`src/tec8_consts.vh`:
```
// constants and contract for the 8-bit timer/event counter
`ifndef TEC8_CONSTS_VH
`define TEC8_CONSTS_VH
// register indices; byte address is four times the index
`define TEC8_OFS_COUNT    10'h00D
`define TEC8_OFS_CTRL     10'h00E
`define TEC8_OFS_INTERRUPT_CONTROL_REG     10'h010
`define TEC8_IDX_WIDTH    12
`define TEC8_BIT_PSC_LO   0
`define TEC8_BIT_EDGE     3
`define TEC8_BIT_ENABLE   4
`define TEC8_BIT_MODE_LO  6
`define TEC8_BIT_IRQ_EN   0
`define TEC8_BIT_FLAG     5
`define TEC8_CTRL_RESET   8'h08
`define TEC8_CTRL_MASK    8'hDF
`define TEC8_MODE_EVENT   2'b01
`define TEC8_MODE_TIMER   2'b10
`define TEC8_MODE_PULSE   2'b11
`define TEC8_PSC_WIDTH    8
`endif

```
`src/tec8_prescaler.v`:
```
// prescaler producing one-cycle enable pulses of the internal count rate
`include "tec8_consts.vh"
`default_nettype none
module tec8_prescaler #(
   parameter WIDTH = `TEC8_PSC_WIDTH
) (
   input  wire         i_sys_clk,
   input  wire         i_reset,
   input  wire [2:0]   i_select,
   output reg          o_tick
);
   reg  [WIDTH-1:0] div_r;
   wire [WIDTH-1:0] div_nxt = div_r + {{(WIDTH-1){1'b0}}, 1'b1};
   // four-bit shift amount so select 111 does not wrap to zero
   wire [3:0]       shamt   = {1'b0, i_select} + 4'd1;
   wire [WIDTH-1:0] lim     = (({{(WIDTH-1){1'b0}}, 1'b1}) << shamt) - 1'b1;
   always @(posedge i_sys_clk) begin
      if (i_reset) begin
         div_r  <= {WIDTH{1'b0}};
         o_tick <= 1'b0;
      end else begin
         if (div_r >= lim) begin
            div_r  <= {WIDTH{1'b0}};
            o_tick <= 1'b1;
         end else begin
            div_r  <= div_nxt;
            o_tick <= 1'b0;
         end
      end
   end
endmodule // tec8_prescaler
`default_nettype wire

```
`src/tec8_timer.v`:
```
// 8-bit timer/event counter with apb register access
//
// The implementer's own choice: register access over APB.
`include "tec8_consts.vh"
`default_nettype none
module tec8_timer (
   input  wire         i_sys_clk,
   input  wire         i_reset,
   input  wire         i_psel,
   input  wire         i_penable,
   input  wire         i_pwrite,
   input  wire [11:0]  i_paddr,
   input  wire [31:0]  i_pwdata,
   input  wire [3:0]   i_pstrb,
   input  wire         i_event_input_pin,
   output reg  [31:0]  o_prdata,
   output reg          o_pready,
   output reg          o_pslverr,
   output reg          o_overflow_request_flag,
   output reg          o_irq_service,
   output reg          o_wakeup,
   output reg          o_divided_frequency_output
);
   reg  [7:0] count_r;
   reg  [7:0] preload_r;
   reg  [7:0] ctrl_r;
   reg        irq_en_r;
   reg        pin_s1_r;
   reg        pin_s2_r;
   reg        pin_d_r;
   reg        pulse_run_r;
   reg        pulse_done_r;
   wire       tick;
   wire [1:0] mode    = ctrl_r[`TEC8_BIT_MODE_LO+1:`TEC8_BIT_MODE_LO];
   wire       enable  = ctrl_r[`TEC8_BIT_ENABLE];
   wire       edge_sel = ctrl_r[`TEC8_BIT_EDGE];
   wire       access  = i_psel & i_penable & ~o_pready;
   wire       wr      = access & i_pwrite & i_pstrb[0];
   wire       rd      = access & ~i_pwrite;
   wire       hit_cnt = (i_paddr == {`TEC8_OFS_COUNT, 2'b00});
   wire       hit_ctl = (i_paddr == {`TEC8_OFS_CTRL, 2'b00});
   wire       hit_int = (i_paddr == {`TEC8_OFS_INTERRUPT_CONTROL_REG, 2'b00});
   wire       rise    = pin_s2_r & ~pin_d_r;
   wire       fall    = ~pin_s2_r & pin_d_r;
   // start edge depends on edge select
   wire       p_start = edge_sel ? rise : fall;
   wire       p_stop  = edge_sel ? fall : rise;
   wire       blk     = (i_psel & ~i_pwrite & hit_cnt);
   reg        cnt_en;
   always @* begin
      cnt_en = 1'b0;
      case (mode)
         `TEC8_MODE_EVENT: cnt_en = enable & (edge_sel ? fall : rise);
         `TEC8_MODE_TIMER: cnt_en = enable & tick;
         `TEC8_MODE_PULSE: cnt_en = pulse_run_r & tick & ~p_stop;
         default:          cnt_en = 1'b0;
      endcase
      if (blk) begin
         cnt_en = 1'b0;
      end
   end
   wire ovf = cnt_en & (count_r == 8'hFF);
   tec8_prescaler #(.WIDTH(`TEC8_PSC_WIDTH)) u_psc (
      .i_sys_clk (i_sys_clk),
      .i_reset   (i_reset),
      .i_select  (ctrl_r[`TEC8_BIT_PSC_LO+2:`TEC8_BIT_PSC_LO]),
      .o_tick    (tick)
   );
   always @(posedge i_sys_clk) begin
      if (i_reset) begin
         pin_s1_r <= 1'b0;
         pin_s2_r <= 1'b0;
         pin_d_r  <= 1'b0;
      end else begin
         pin_s1_r <= i_event_input_pin;
         pin_s2_r <= pin_s1_r;
         pin_d_r  <= pin_s2_r;
      end
   end
   always @(posedge i_sys_clk) begin
      if (i_reset) begin
         count_r      <= 8'h00;
         preload_r    <= 8'h00;
         ctrl_r       <= `TEC8_CTRL_RESET;
         irq_en_r     <= 1'b0;
         pulse_run_r  <= 1'b0;
         pulse_done_r <= 1'b0;
         o_overflow_request_flag    <= 1'b0;
         o_irq_service              <= 1'b0;
         o_wakeup                   <= 1'b0;
         o_divided_frequency_output <= 1'b0;
         o_prdata  <= 32'h0000_0000;
         o_pready  <= 1'b0;
         o_pslverr <= 1'b0;
      end else begin
         o_pready  <= access;
         o_pslverr <= access & ~(hit_cnt | hit_ctl | hit_int);
         if (rd) begin
            o_prdata <= hit_cnt ? {24'h00_0000, count_r} :
                        hit_ctl ? {24'h00_0000, ctrl_r} :
                        hit_int ? {26'h000_0000, o_overflow_request_flag, 4'h0, irq_en_r} :
                        32'h0000_0000;
         end
         if (ovf) begin
            count_r <= preload_r;
         end else if (cnt_en) begin
            count_r <= count_r + 8'h01;
         end
         if (ovf) begin
            o_divided_frequency_output <= ~o_divided_frequency_output;
         end
         o_wakeup <= ovf;
         o_irq_service <= ovf & irq_en_r;
         if (wr & hit_cnt) begin
            preload_r <= i_pwdata[7:0];
            if (!enable) begin
               count_r <= i_pwdata[7:0];
            end
         end
         if (wr & hit_int) begin
            irq_en_r <= i_pwdata[`TEC8_BIT_IRQ_EN];
         end
         if (ovf) begin
            o_overflow_request_flag <= 1'b1;
         end else if (wr & hit_int) begin
            o_overflow_request_flag <= i_pwdata[`TEC8_BIT_FLAG];
         end
         if (wr & hit_ctl) begin
            ctrl_r <= i_pwdata[7:0] & `TEC8_CTRL_MASK;
            if (i_pwdata[`TEC8_BIT_ENABLE]) begin
               pulse_done_r <= 1'b0;
            end
            pulse_run_r <= 1'b0;
         end else if (mode == `TEC8_MODE_PULSE && enable) begin
            // start on edge, once per enable
            if (!pulse_run_r && !pulse_done_r && p_start) begin
               pulse_run_r <= 1'b1;
            end else if (pulse_run_r && p_stop) begin
               pulse_run_r  <= 1'b0;
               pulse_done_r <= 1'b1;
               ctrl_r[`TEC8_BIT_ENABLE] <= 1'b0;
            end
         end
      end
   end
endmodule // tec8_timer
`default_nettype wire

```
`config.mk`:
```
export PLATFORM = sky130hd
export DESIGN_NAME = tec8_timer
export DESIGN_NICKNAME = d
export VERILOG_FILES = /design/src/tec8_prescaler.v /design/src/tec8_timer.v
export VERILOG_INCLUDE_DIRS = /design/src
export SDC_FILE = /design/constraint.sdc
export NUM_CORES = 1
export LEC_CHECK = 0
export ABC_CLOCK_PERIOD_IN_PS = 3400
export BUFFER_PORTS_ARGS = -buffer_cell sky130_fd_sc_hd__clkbuf_2
export CAP_MARGIN = 20
export CELL_PAD_IN_SITES_DETAIL_PLACEMENT = 1
export CELL_PAD_IN_SITES_GLOBAL_PLACEMENT = 1
export CORE_ASPECT_RATIO = 1.75
export CORE_MARGIN = 2
export CORE_UTILIZATION = 40
export CTS_CLUSTER_DIAMETER = 30
export DETAILED_ROUTE_END_ITERATION = 8
export GPL_TIMING_DRIVEN = 1
export PLACE_DENSITY_LB_ADDON = 0.1
export SLEW_MARGIN = 30
export SYNTH_ARGS = -nofsm -noshare
export SYNTH_HDL_FRONTEND = slang
export SYNTH_SLANG_ARGS = --single-unit
export TNS_END_PERCENT = 50
```
`constraint.sdc`:
```
create_clock -name i_sys_clk -period 3.4 [get_ports i_sys_clk]
set_clock_uncertainty 0.05 [all_clocks]
set_input_delay 0.51 -clock i_sys_clk [delete_from_list [all_inputs] [get_ports i_sys_clk]]
set_output_delay 0.51 -clock i_sys_clk [all_outputs]
set_load 0.01 [all_outputs]
```
# After elaboration in Yosys (flattened, before gate mapping)
# Index checks and enable logic that the tools add are counted.
# Widths: inputs -> output; s select.
word_totals:
  register_bits: 76
  output_inout_bits: 38
  word_cells: 101
op_classes:
  add_sub_neg: 4
  magnitude_cmp: 1
  eq_ne: 9
  shifts: 1
  n_mux: 24
  bitwise: 28
  n_reduce_logical: 15
ops:
  columns: ["operator", "n"]
  rows:
  - ["$mux 8", 6]
  - ["$eq 12x6->1 const B", 2]
  - ["$and 1x1->1", 19]
  - ["$add 8x1->8 const B", 2]
  - ["$mux 1", 16]
  - ["$eq 12x7->1 const B", 1]
  - ["$eq 8x8->1 const B", 1]
  - ["$ge 8x8->1", 1]
  - ["$reduce_bool 2->1", 4]
  - ["$shl 1x4->8 const A", 1]
  - ["$sub 8x1->8 const B", 1]
  - ["$not 1->1", 7]
  - ["$mux 6", 1]
  - ["$add 3x1->4 const B", 1]
  - ["$eq 2x2->1 const B", 2]
  - ["$logic_and 1x1->1", 4]
  - ["$ne 2x2->1 const B", 2]
  - ["$reduce_and 4->1", 1]
  - ["$reduce_or 2->1", 2]
  - ["$pmux 1 s3", 1]
  - ["$reduce_and 3->1", 1]
  - ["$eq 2x1->1 const B", 1]
  - ["$logic_not 1->1", 2]
  - ["$or 1x1->1", 2]
  - ["$reduce_and 2->1", 1]

# Longest topological paths before layout
# Gate-level depths: netlist of run 1.
logic_depth:
  ltp_word: 11
  ltp_mapped: 9
  mapped_depth_nobuf: 8

# Cells and area by module
# From an unflattened synthesis of run 1, not the netlist that was laid out.
hier_totals:
  cells_unflattened: 343
  hier_area_um2: 2892.8
modules_own_cells:
  columns: ["mod", "instances", "cells_each", "area_per_inst_um2", "seq_area_each_um2"]
  rows:
  - ["tec8_timer", 1, 278, 2287.2, 860.8]
  - ["tec8_prescaler", 1, 65, 605.6, 180.2]

# Worst setup path after synthesis of run 1
# Ideal clock, no wire load.
synth_timing:
  path_kind: "register -> register"
  from: "register ctrl_r[6]"
  to: "register count_r[4]"
  setup_time_ns: 0.122
  arrival_ns: 2.021
  required_ns: 3.228
  setup_slack_ns: 1.207
  path_stages_with_launch: 8
  n_path_buf: 0
  synth_period_minus_slack_ns: 2.193
  cell_sequence: "dfxtp_1 -> inv_1 -> ha_1 -> nand4b_1 -> o32ai_1 -> o21ai_2 -> or4_2 -> o311a_1"
synth_via:
  elab_chain_cells: 7
  word_cells_on_any_way: 10
synth_rtl:
  columns: ["element", "line", "rtl"]
  rows:
  - ["from (decl)", "tec8_timer.v:26", "reg [7:0] ctrl_r;"]
  - ["from (signal assigned)", "tec8_timer.v:84", "ctrl_r <= `TEC8_CTRL_RESET;"]
  - ["from (signal assigned)", "tec8_timer.v:129", "ctrl_r <= i_pwdata[7:0] & `TEC8_CTRL_MASK;"]
  - ["$eq 2x2->1 or $eq 2x1->1 (tied branches)", "tec8_timer.v:52", "case (mode)"]
  - ["$pmux 1 s3 *", "tec8_timer.v:52", null]
  - ["$mux 1 *", "tec8_timer.v:58", "if (blk) begin"]
  - ["$mux 8 or $and 1x1->1 (tied branches)", "tec8_timer.v:106, tec8_timer.v:62", null]
  - ["$mux 8 *", "tec8_timer.v:104", "if (ovf) begin"]
  - ["$mux 8", "tec8_timer.v:116", "if (!enable) begin"]
  - ["$mux 8 *", "tec8_timer.v:114", "if (wr & hit_cnt) begin"]
  - ["to (signal assigned)", "tec8_timer.v:105", "count_r <= preload_r;"]
  - ["to (signal assigned)", "tec8_timer.v:107", "count_r <= count_r + 8'h01;"]
  - ["to (signal assigned)", "tec8_timer.v:117", "count_r <= i_pwdata[7:0];"]
  - ["to (decl)", "tec8_timer.v:24", "reg [7:0] count_r;"]
# Every way passes the cells marked *; elsewhere a longest branch is shown, timed or not.
# A chain may end at the register's enable or synchronous reset.

# Worst setup path after layout of run 1
# Ends and elaborated chain as after synthesis.

==> results of run 1 <==
==> cell usage in the layout (no fill, tap or decap), types with 5 or more instances in the layout <==
cell type / Yosys / layout
a211oi_1: 8 / 8
nand3_1: 20 / 20
ha_1: 13 / 13
inv_1: 8 / 8
o21ai_0: 8 / 8
nand2_1: 42 / 42
clkbuf_16: 0 / 5
a22oi_1: 7 / 7
conb_1: 2 / 25
a21oi_1: 26 / 26
dfxtp_1: 52 / 52
nor4_1: 10 / 10
nor2b_1: 5 / 5
clkbuf_2: 0 / 40
nor2_1: 30 / 29
==> cell families after synthesis <==
logic type	Yosys count
simple gates	145
other cells	2
compound gates	74
fa+ha+maj	13
buf+inv	49
flops	52
mux	2
xor+xnor	6
==> worst paths after layout <==
kind | to | slack (ps) | depth (start not counted)
max | count_r[4]$_SDFF_PP0_ | 950 | 7
min | pin_s1_r$_SDFF_PP0_ | 380 | 2
max reg2reg | count_r[4]$_SDFF_PP0_ | 950 | 7
min reg2reg | pin_s2_r$_SDFF_PP0_ | 400 | 1
==> sequential cells by signal (all words and copies together) (netlist names), 7 cells and up <==
name,flops
ctrl_r,7
preload_r,8
count_r,8
u_psc.div_r,8
o_prdata,8
==> per-layer routing <==
| layer | share of wire | up-vias | global-route usage | routed length (µm) |
|---|---|---|---|---|
| met5 | 0 | - | 0 | 0 |
| met4 | 0.021 | 0 | 0.0813 | 162 |
| met3 | 0.031 | 12 | 0.0359 | 236 |
| met2 | 0.56 | 50 | 0.394 | 4280 |
| met1 | 0.38 | 1226 | 0.236 | 2930 |
| li1 | - | 1249 | - | - |
==> metrics by stage <==
stage	utilization	cell area, µm²	hold WS [ps]
5_1_grt	0.459	3170	401
6_report	0.459	3170	379
3_5_place_dp	0.437	3020	387
2_1_floorplan	-	2950	364
3_3_place_gp	0.437	3020	369
4_1_cts	0.459	3170	384
==> worst max-delay path: cells and delay by family (launching register included) <==
family                     cells  cell delay, ps
AOI/OAI and AO/OA              3             740
adders and majority gates      1             200
buffers and inverters          1              80
DFF                            1             380
and+or+nand+nor                2             880
==> layout make-up <==
class | instances | area, µm²
repair buffers | 44 | 230
multi-input cells | 265 | 1620
well taps | 84 | 105
inverters | 8 | 30.0
clock inverters | 2 | 10.0
clock buffers | 6 | 139
fillers | 883 | 3740
flip-flops and latches | 52 | 1040
==> report_power, final <==
part | switching (mW) | total [mW] | internal [mW]
logic | 0.0587 | 0.0905 | 0.0318
registers | 0.00548 | 0.623 | 0.618
clock network | 0.223 | 0.514 | 0.291
==> impl_metrics.toml, run 1 <==
[cts]
clockBufferDepth = 2
path_clk_slew_ps = 70
cts_hold_buf = 0
post_cts_buffers = 0
clockRootBuffer = "clkbuf_16"
cts_resized = 0
clock-sinks = 52
cts_tree = "built"
htreeDepth = 2
clk_latency_ps = 290
cts_made_buffers = 5

[route]
vias = 2537
wl_per_cell_um = 16.5
avgViaCountPerCell = 5.50
drc = 0
ant_nets = 0
wirelength_um = 7600
drt_iter0_markers = 107
first_pass_iters = 4

[logic_synthesis]
ys_warn_count = 0
synth_most_common_cell = "dfxtp_1"
ys.flop_type = "dfxtp_1"
synth.distinct_cells = 59
synth.top_cell.area_share = 0.364
synthTopCellsByCount = "dfxtp_1, nand2_1, nor2_1"
ys_seq_area_frac = 0.364
synth_adder_area_share = 0.0568
synth_edf_count = 0
ys_seq_elements = 52
synthSimpleGateAreaFrac = 0.277
synthXorXnorAreaFrac = 0.0184
synth_top_family_by_area = "simple AND/OR/NAND/NOR gates"
async_flop_share = 0
synth_mux_area_frac = 0.00699
yosysTopAreaCell = "dfxtp_1"
synth.cell_area_um2 = 2860
synth-compound-area-share = 0.171
synth.area.top_cells = "dfxtp_1, buf_4, ha_1, nand2_1, a21oi_1"
postSynthCellCount = 343
syn_avg_cell_area_um2 = 8.35

[worst_setup_path]
worst_path_max_delay_cell = "or4_2"
cp_max_fo = 10
cp.required_ps = 3540
worst_setup_path_start_kind = "flip-flop"
r2r_start = "ctrl_r[6]$_SDFFE_PP0P_"
arrival_ps = 2590
worstSetupStartpoint = "ctrl_r[6]$_SDFFE_PP0P_"
crit_type = "flip-flop to flip-flop"
crit_path_cell_trace = "inv_1 -> ha_1 -> nand4b_1 -> o32ai_1 -> o21ai_2 -> or4_2 -> o311a_1"
cp-end-kind = "flip-flop"
cpPeakStageDelay_ps = 680

[global_route]
grt_pass1_vias = 2616
grt_overflow = 0
track_usage = 0.214
antenna_found_initial = 0
grt_max_degree = 26
grt_pass1_wl_um = 12600

[run_status]
status = "finished clean"

[sta]
period_share = 0.722
finalHoldViolations = 0
fin_crit_ps = 2450
grt_setup_unrepaired = "false"
slew_viol_final = 0
setup_tns_ps = 0
fmax_mhz = 407
setup_viol = 0
max-slew-margin-rel = 0.512
worstMarginPinSlew_ps = 728
worst_slack_ps = 946

[place]
hpwl_um = 5770
dp_slack_ps = 859
io_buffers = 40
placed_cells = 453
place_congestion = 0.795

[pwr]
peakVddDrop_mv = 0.203
p_per_area_nw_per_um2 = 387
power.leakage_nw = 1.22
total_power_mw = 1.23

[die]
boundaryPins = 92
core-area_um2 = 6910
die_area_um2 = 7880
die_h_um = 116
row_count = 40
fp.dieW_um = 68.0
start_util = 0.414

[finish]
finalNetCount = 443
antenna_cells = 0
drive_gt1_frac = 0.175
final_cells = 461
syn2layout_area_growth_pct = 10.8

[worst_hold_path]
hp-start = "i_event_input_pin"
hold_path_class = "input pin to flip-flop"

[job]
cap_violations = 0
Note: power is estimated with default switching activity, not from simulation.
==> run 2: changes to the inputs <==
--- a/config.mk
+++ b/config.mk
@@ -6,14 +6,14 @@
 export SDC_FILE = /design/constraint.sdc
 export NUM_CORES = 1
 export LEC_CHECK = 0
-export ABC_CLOCK_PERIOD_IN_PS = 3400
+export ABC_CLOCK_PERIOD_IN_PS = 2300
 export BUFFER_PORTS_ARGS = -buffer_cell sky130_fd_sc_hd__clkbuf_2
 export CAP_MARGIN = 20
 export CELL_PAD_IN_SITES_DETAIL_PLACEMENT = 1
 export CELL_PAD_IN_SITES_GLOBAL_PLACEMENT = 1
 export CORE_ASPECT_RATIO = 1.75
 export CORE_MARGIN = 2
-export CORE_UTILIZATION = 40
+export CORE_UTILIZATION = 37
 export CTS_CLUSTER_DIAMETER = 30
 export DETAILED_ROUTE_END_ITERATION = 8
 export GPL_TIMING_DRIVEN = 1
==> constraint.sdc (replaced) <==
create_clock -name i_sys_clk -period 2.3 [get_ports i_sys_clk]
set_clock_uncertainty 0.05 [all_clocks]
set_input_delay 0.345 -clock i_sys_clk [delete_from_list [all_inputs] [get_ports i_sys_clk]]
set_output_delay 0.345 -clock i_sys_clk [all_outputs]
set_load 0.01 [all_outputs]
==> run 2 against run 1 <==
Worst setup slack got worse by 870 ps. Sequential share of layout area decreased by 1.6 points. Global-route usage decreased by 1.3 points. Total power increased by 61%. Critical path depth increased by 1. Die area increased by 7.7%. Via count increased by 2.4%. First-iteration DRC count decreased by 0.93%. Hold slack got worse by 170 ps. Sequential cell count unchanged. Routed wire length increased by 6.9%. Largest cell class unchanged. Highest routed layer unchanged.
==> impl_metrics.toml, run 2 (synthesized netlist as in run 1, its figures left out) <==
[run_status]
status = "finished clean"

[die]
die_area_um2 = 8480
start_util = 0.381
boundaryPins = 92
row_count = 42
core-area_um2 = 7510
die_h_um = 120
fp.dieW_um = 70.5

[worst_setup_path]
crit_path_cell_trace = "inv_1 -> ha_1 -> nand4b_1 -> o32ai_2 -> o21ai_2 -> buf_4 -> a2111oi_1 -> a311o_1"
worst-r2r-cell-count = 8
cp-end-kind = "flip-flop"
cp.required_ps = 2500
worst_path_max_delay_cell = "a2111oi_1"
crit_type = "flip-flop to flip-flop"
worst_setup_path_start_kind = "flip-flop"
r2r_start = "ctrl_r[7]$_SDFFE_PP0P_"
cpPeakStageDelay_ps = 460
cp_max_fo = 9
rrSetupSlack_ps = 80
arrival_ps = 2420
timing.rr.end = "count_r[1]$_SDFF_PP0_"

[sta]
fin_crit_ps = 2220
fmax_mhz = 450
setup_viol = 0
period_share = 0.966
worst_slack_ps = 78.1
finalHoldViolations = 0
whs_ps = 205
slew_viol_final = 0
setup_tns_ps = 0

[pwr]
clkPwrFrac = 0.464
power.leakage_nw = 1.32
power_frac_comb = 0.070
power_frac_seq = 0.466
p_int_mw = 1.54
p_sw_frac = 0.222
switching_power_uw = 439
peakVddDrop_mv = 0.413
p_per_area_nw_per_um2 = 588

[cts]
clockBufferDepth = 2
path_clk_slew_ps = 70
cts_tree = "built"
post_cts_buffers = 0
clk_latency_ps = 300
cts_made_buffers = 5
clock-sinks = 52
htreeDepth = 2
clockRootBuffer = "clkbuf_16"

[global_route]
antenna_found_initial = 0
grt_pass1_vias = 2694
grt_overflow = 0
grt_max_degree = 18
grt_pass1_wl_um = 13300
track_usage = 0.201

[route]
drc = 0
ant_nets = 0
avgViaCountPerCell = 5.41
vias = 2597
drt_iter0_markers = 106
wl_per_cell_um = 16.9
wirelength_um = 8130
first_pass_iters = 4

[finish]
seq_area_um2 = 1050
multi_input_area_um2 = 1630
finalNetCount = 458
final_common_cell = "dfxtp_1"
antenna_cells = 0
final_cell_mix = "dfxtp_1, nand2_1, clkbuf_2"
final_core_util = 0.447
nFillCells = 922
drive_gt1_frac = 0.222
syn2layout_area_growth_pct = 17.4
final_cells = 480

[place]
dp_slack_ps = 0.0413
hpwl_um = 6250
io_buffers = 40
place_congestion = 0.912
placed_cells = 472

[worst_hold_path]
hp-start = "i_event_input_pin"
hold_path_depth = 2
hold_path_class = "input pin to flip-flop"
hold_end = "pin_s1_r$_SDFF_PP0_"

[job]
cap_violations = 0
-- run 2: changes by cell type in the layout (fill, tap and decap cells not counted), moves of 2 or more --
cell	before	now
dfxtp_1	52	48
clkinv_2	2	0
dfxtp_2	0	3
buf_4	4	18
-- run 2: cell type report --
cell class,count,area share
well taps,88,0.0328
flip-flops and latches,52,0.312
repair buffers,59,0.106
clock buffers,7,0.0454
multi-input cells,265,0.486
clock inverters,1,0.00894
inverters,8,0.00894
-- run 2: through the flow --
step / power (mW) / instance area (µm²)
after detailed placement: 1.08 / 3150
final: 1.98 / 3360
after CTS: 1.99 / 3340
after floorplan: 1.05 / 2950
after global routing: 2.05 / 3360
after global placement: 1.08 / 3150
-- run 2: repair_timing --
action,CTS,global route
pin swaps,0,2
hold buffers,0,0
gates cloned,0,0
gates resized for setup,1,9
endpoints found under the setup margin,1,6
-- run 2: worst max-delay path by stage --
stage | startpoint | to | slack, ps | depth (start not counted)
after floorplan | ctrl_r[6]$_SDFFE_PP0P_ | count_r[4]$_SDFF_PP0_ | 110 | 7
after global placement | ctrl_r[7]$_SDFFE_PP0P_ | count_r[4]$_SDFF_PP0_ | 30 | 7
after detailed placement | ctrl_r[7]$_SDFFE_PP0P_ | count_r[4]$_SDFF_PP0_ | 0.04 | 7
after CTS | ctrl_r[7]$_SDFFE_PP0P_ | count_r[4]$_SDFF_PP0_ | 50 | 7
after global routing | ctrl_r[7]$_SDFFE_PP0P_ | count_r[1]$_SDFF_PP0_ | -70 | 8
final | ctrl_r[7]$_SDFFE_PP0P_ | count_r[1]$_SDFF_PP0_ | 80 | 8
-- run 2: critical path: cells and delay by family, from the launching register on --
family                     cells  cell delay [ps]
AOI/OAI and AO/OA              4             1110
adders and majority gates      1              170
and+or+nand+nor                1              230
DFF                            1              370
buffers and inverters          2              240
-- run 2: power groups by stage --
stage               clock [mW]  sequential (mW)  combinational (mW)
finish                   0.916            0.920               0.139
global route             0.972            0.921               0.155
CTS                      0.932            0.921               0.138
detailed placement           0            0.942               0.138
global placement             0            0.941               0.137
floorplan                    0            0.945               0.103
-- run 2: metal layers --
metal  track usage  wire, µm  vias to the layer above
li1              -         -                     1279
met1         0.213      3120                     1272
met2         0.387      4610                       36
met3        0.0342       229                       10
met4        0.0697       170                        0
met5             0         0                        -
==> run 3: changes to the inputs <==
--- a/config.mk
+++ b/config.mk
@@ -6,7 +6,7 @@
 export SDC_FILE = /design/constraint.sdc
 export NUM_CORES = 1
 export LEC_CHECK = 0
-export ABC_CLOCK_PERIOD_IN_PS = 2300
+export ABC_CLOCK_PERIOD_IN_PS = 2200
 export BUFFER_PORTS_ARGS = -buffer_cell sky130_fd_sc_hd__clkbuf_2
 export CAP_MARGIN = 20
 export CELL_PAD_IN_SITES_DETAIL_PLACEMENT = 1
==> constraint.sdc (replaced) <==
create_clock -name i_sys_clk -period 2.2 [get_ports i_sys_clk]
set_clock_uncertainty 0.05 [all_clocks]
set_input_delay 0.33 -clock i_sys_clk [delete_from_list [all_inputs] [get_ports i_sys_clk]]
set_output_delay 0.33 -clock i_sys_clk [all_outputs]
set_load 0.01 [all_outputs]
==> run 3 against run 2 <==
Sequential power increased by 4.7%. Critical path depth decreased by 1. Cell area grew 0.89%. Routed wire length increased by 0.39%. Die area unchanged. Hold slack worse by 8.7 ps. Clock power fell by 12%. Clock-buffer cell count unchanged.
==> impl_metrics.toml, run 3 (synthesized netlist as in run 1, its figures left out) <==
[worst_setup_path]
rrSetupSlack_ps = 110
worst_path_max_delay_cell = "or4_4"
crit_type = "flip-flop to flip-flop"
worst-r2r-cell-count = 7
crit_path_cell_trace = "inv_1 -> ha_1 -> nand4b_1 -> o32ai_2 -> o21ai_2 -> or4_4 -> o311a_1"
cp-end-kind = "flip-flop"
cp_max_fo = 4
cp.required_ps = 2340
arrival_ps = 2230
cpPeakStageDelay_ps = 520
worst_setup_path_start_kind = "flip-flop"

[worst_hold_path]
hold_path_depth = 2
hold_path_class = "input pin to flip-flop"

[global_route]
grt_overflow = 0
antenna_found_initial = 0
grt_max_degree = 27
track_usage = 0.204
grt_pass1_vias = 2799
grt_pass1_wl_um = 13600

[die]
boundaryPins = 92
start_util = 0.381
core-area_um2 = 7510
fp.dieW_um = 70.5
die_h_um = 120
row_count = 42
die_area_um2 = 8480

[finish]
drive_gt1_frac = 0.237
final_cell_mix = "dfxtp_1, nand2_1, clkbuf_2"
syn2layout_area_growth_pct = 18.4
final_cells = 489
nFillCells = 950
finalNetCount = 467
fin_area_um2 = 3390
antenna_cells = 0
final_common_cell = "dfxtp_1"

[run_status]
status = "finished clean"

[pwr]
total_power_mw = 1.91
power.leakage_nw = 1.35
p_per_area_nw_per_um2 = 565
p_sw_frac = 0.237
peakVddDrop_mv = 0.397
power_frac_comb = 0.075
clkPwrFrac = 0.421
switching_power_uw = 454
p_int_mw = 1.46
power_frac_seq = 0.503

[sta]
setup_viol = 0
finalHoldViolations = 0
period_share = 0.951
fmax_mhz = 478
slew_viol_final = 0
setup_tns_ps = 0
fin_crit_ps = 2090

[cts]
cts_tree = "built"
clockRootBuffer = "clkbuf_16"
htreeDepth = 2
cts_made_buffers = 5
clockBufferDepth = 2
clock-sinks = 52
path_clk_slew_ps = 70
clk_latency_ps = 300

[place]
hpwl_um = 6240
io_buffers = 40
place_congestion = 0.848
placedInstanceArea_um2 = 3200
placed_cells = 480

[route]
ant_nets = 0
wl_per_cell_um = 16.7
vias = 2627
avgViaCountPerCell = 5.37
wirelength_um = 8160
first_pass_iters = 4
drc = 0
drt_iter0_markers = 118

[job]
cap_violations = 0
run 3: cell count changes in the layout (fill, tap and decap cells not counted):
cell	before	now
buf_4	18	28
dfxtp_1	48	50
a2111oi_1	1	0
a2111oi_2	1	2
buf_12	1	0
bufinv_16	1	0
clkbuf_1	0	1
clkbuf_8	2	1
clkinvlp_4	0	1
dfxtp_2	3	2
dfxtp_4	1	0
o21a_1	3	2
o21a_4	0	1
run 3: area by class of cell:
cell class	count	area [µm²]	area share
well taps	88	110	0.0325
flip-flops and latches	52	1040	0.308
clock inverters	1	7.51	0.00221
multi-input cells	265	1650	0.486
inverters	8	30.0	0.00886
clock buffers	7	143	0.0421
repair buffers	68	410	0.121
run 3: power by group through the flow:
stage / clock network, mW / registers, mW / logic (mW)
CTS: 0.838 / 0.963 / 0.144
detailed placement: 0 / 0.985 / 0.143
global placement: 0 / 0.984 / 0.142
floorplan: 0 / 0.988 / 0.108
finish: 0.807 / 0.963 / 0.144
global route: 0.863 / 0.964 / 0.162
run 3: timing repair:
item,CTS,global route
buffers inserted,0,1
hold buffers,0,0
gates resized for setup,2,8
endpoints found under the setup margin,6,12
pin swaps,0,2
run 3: critical path, delay by kind of cell, from the launching register on:
family / cells / cell delay, ps
DFF: 1 / 360
and+or+nand+nor: 2 / 750
buffers and inverters: 1 / 50
adders and majority gates: 1 / 180
AOI/OAI and AO/OA: 3 / 610
run 3: metrics by stage:
stage	setup slack, ps	hold WS [ps]	utilization
global route	-6.58	209	0.451
finish	107	196	0.451
CTS	-12.7	197	0.447
floorplan	7.25	364	-
global placement	-89.8	366	0.425
detailed placement	-116	377	0.425
run 3: final timing paths:
check                         start               endpoint
max reg2reg  ctrl_r[7]$_SDFFE_PP0P_  count_r[4]$_SDFF_PP0_
min reg2reg     pin_s1_r$_SDFF_PP0_    pin_s2_r$_SDFF_PP0_
max          ctrl_r[7]$_SDFFE_PP0P_  count_r[4]$_SDFF_PP0_
min               i_event_input_pin    pin_s1_r$_SDFF_PP0_
run 3: per-layer routing:
metal	global-route usage	part of all wire
met1	0.212	0.38
met5	0	0
met4	0.0769	0.022
met3	0.0283	0.027
met2	0.399	0.57
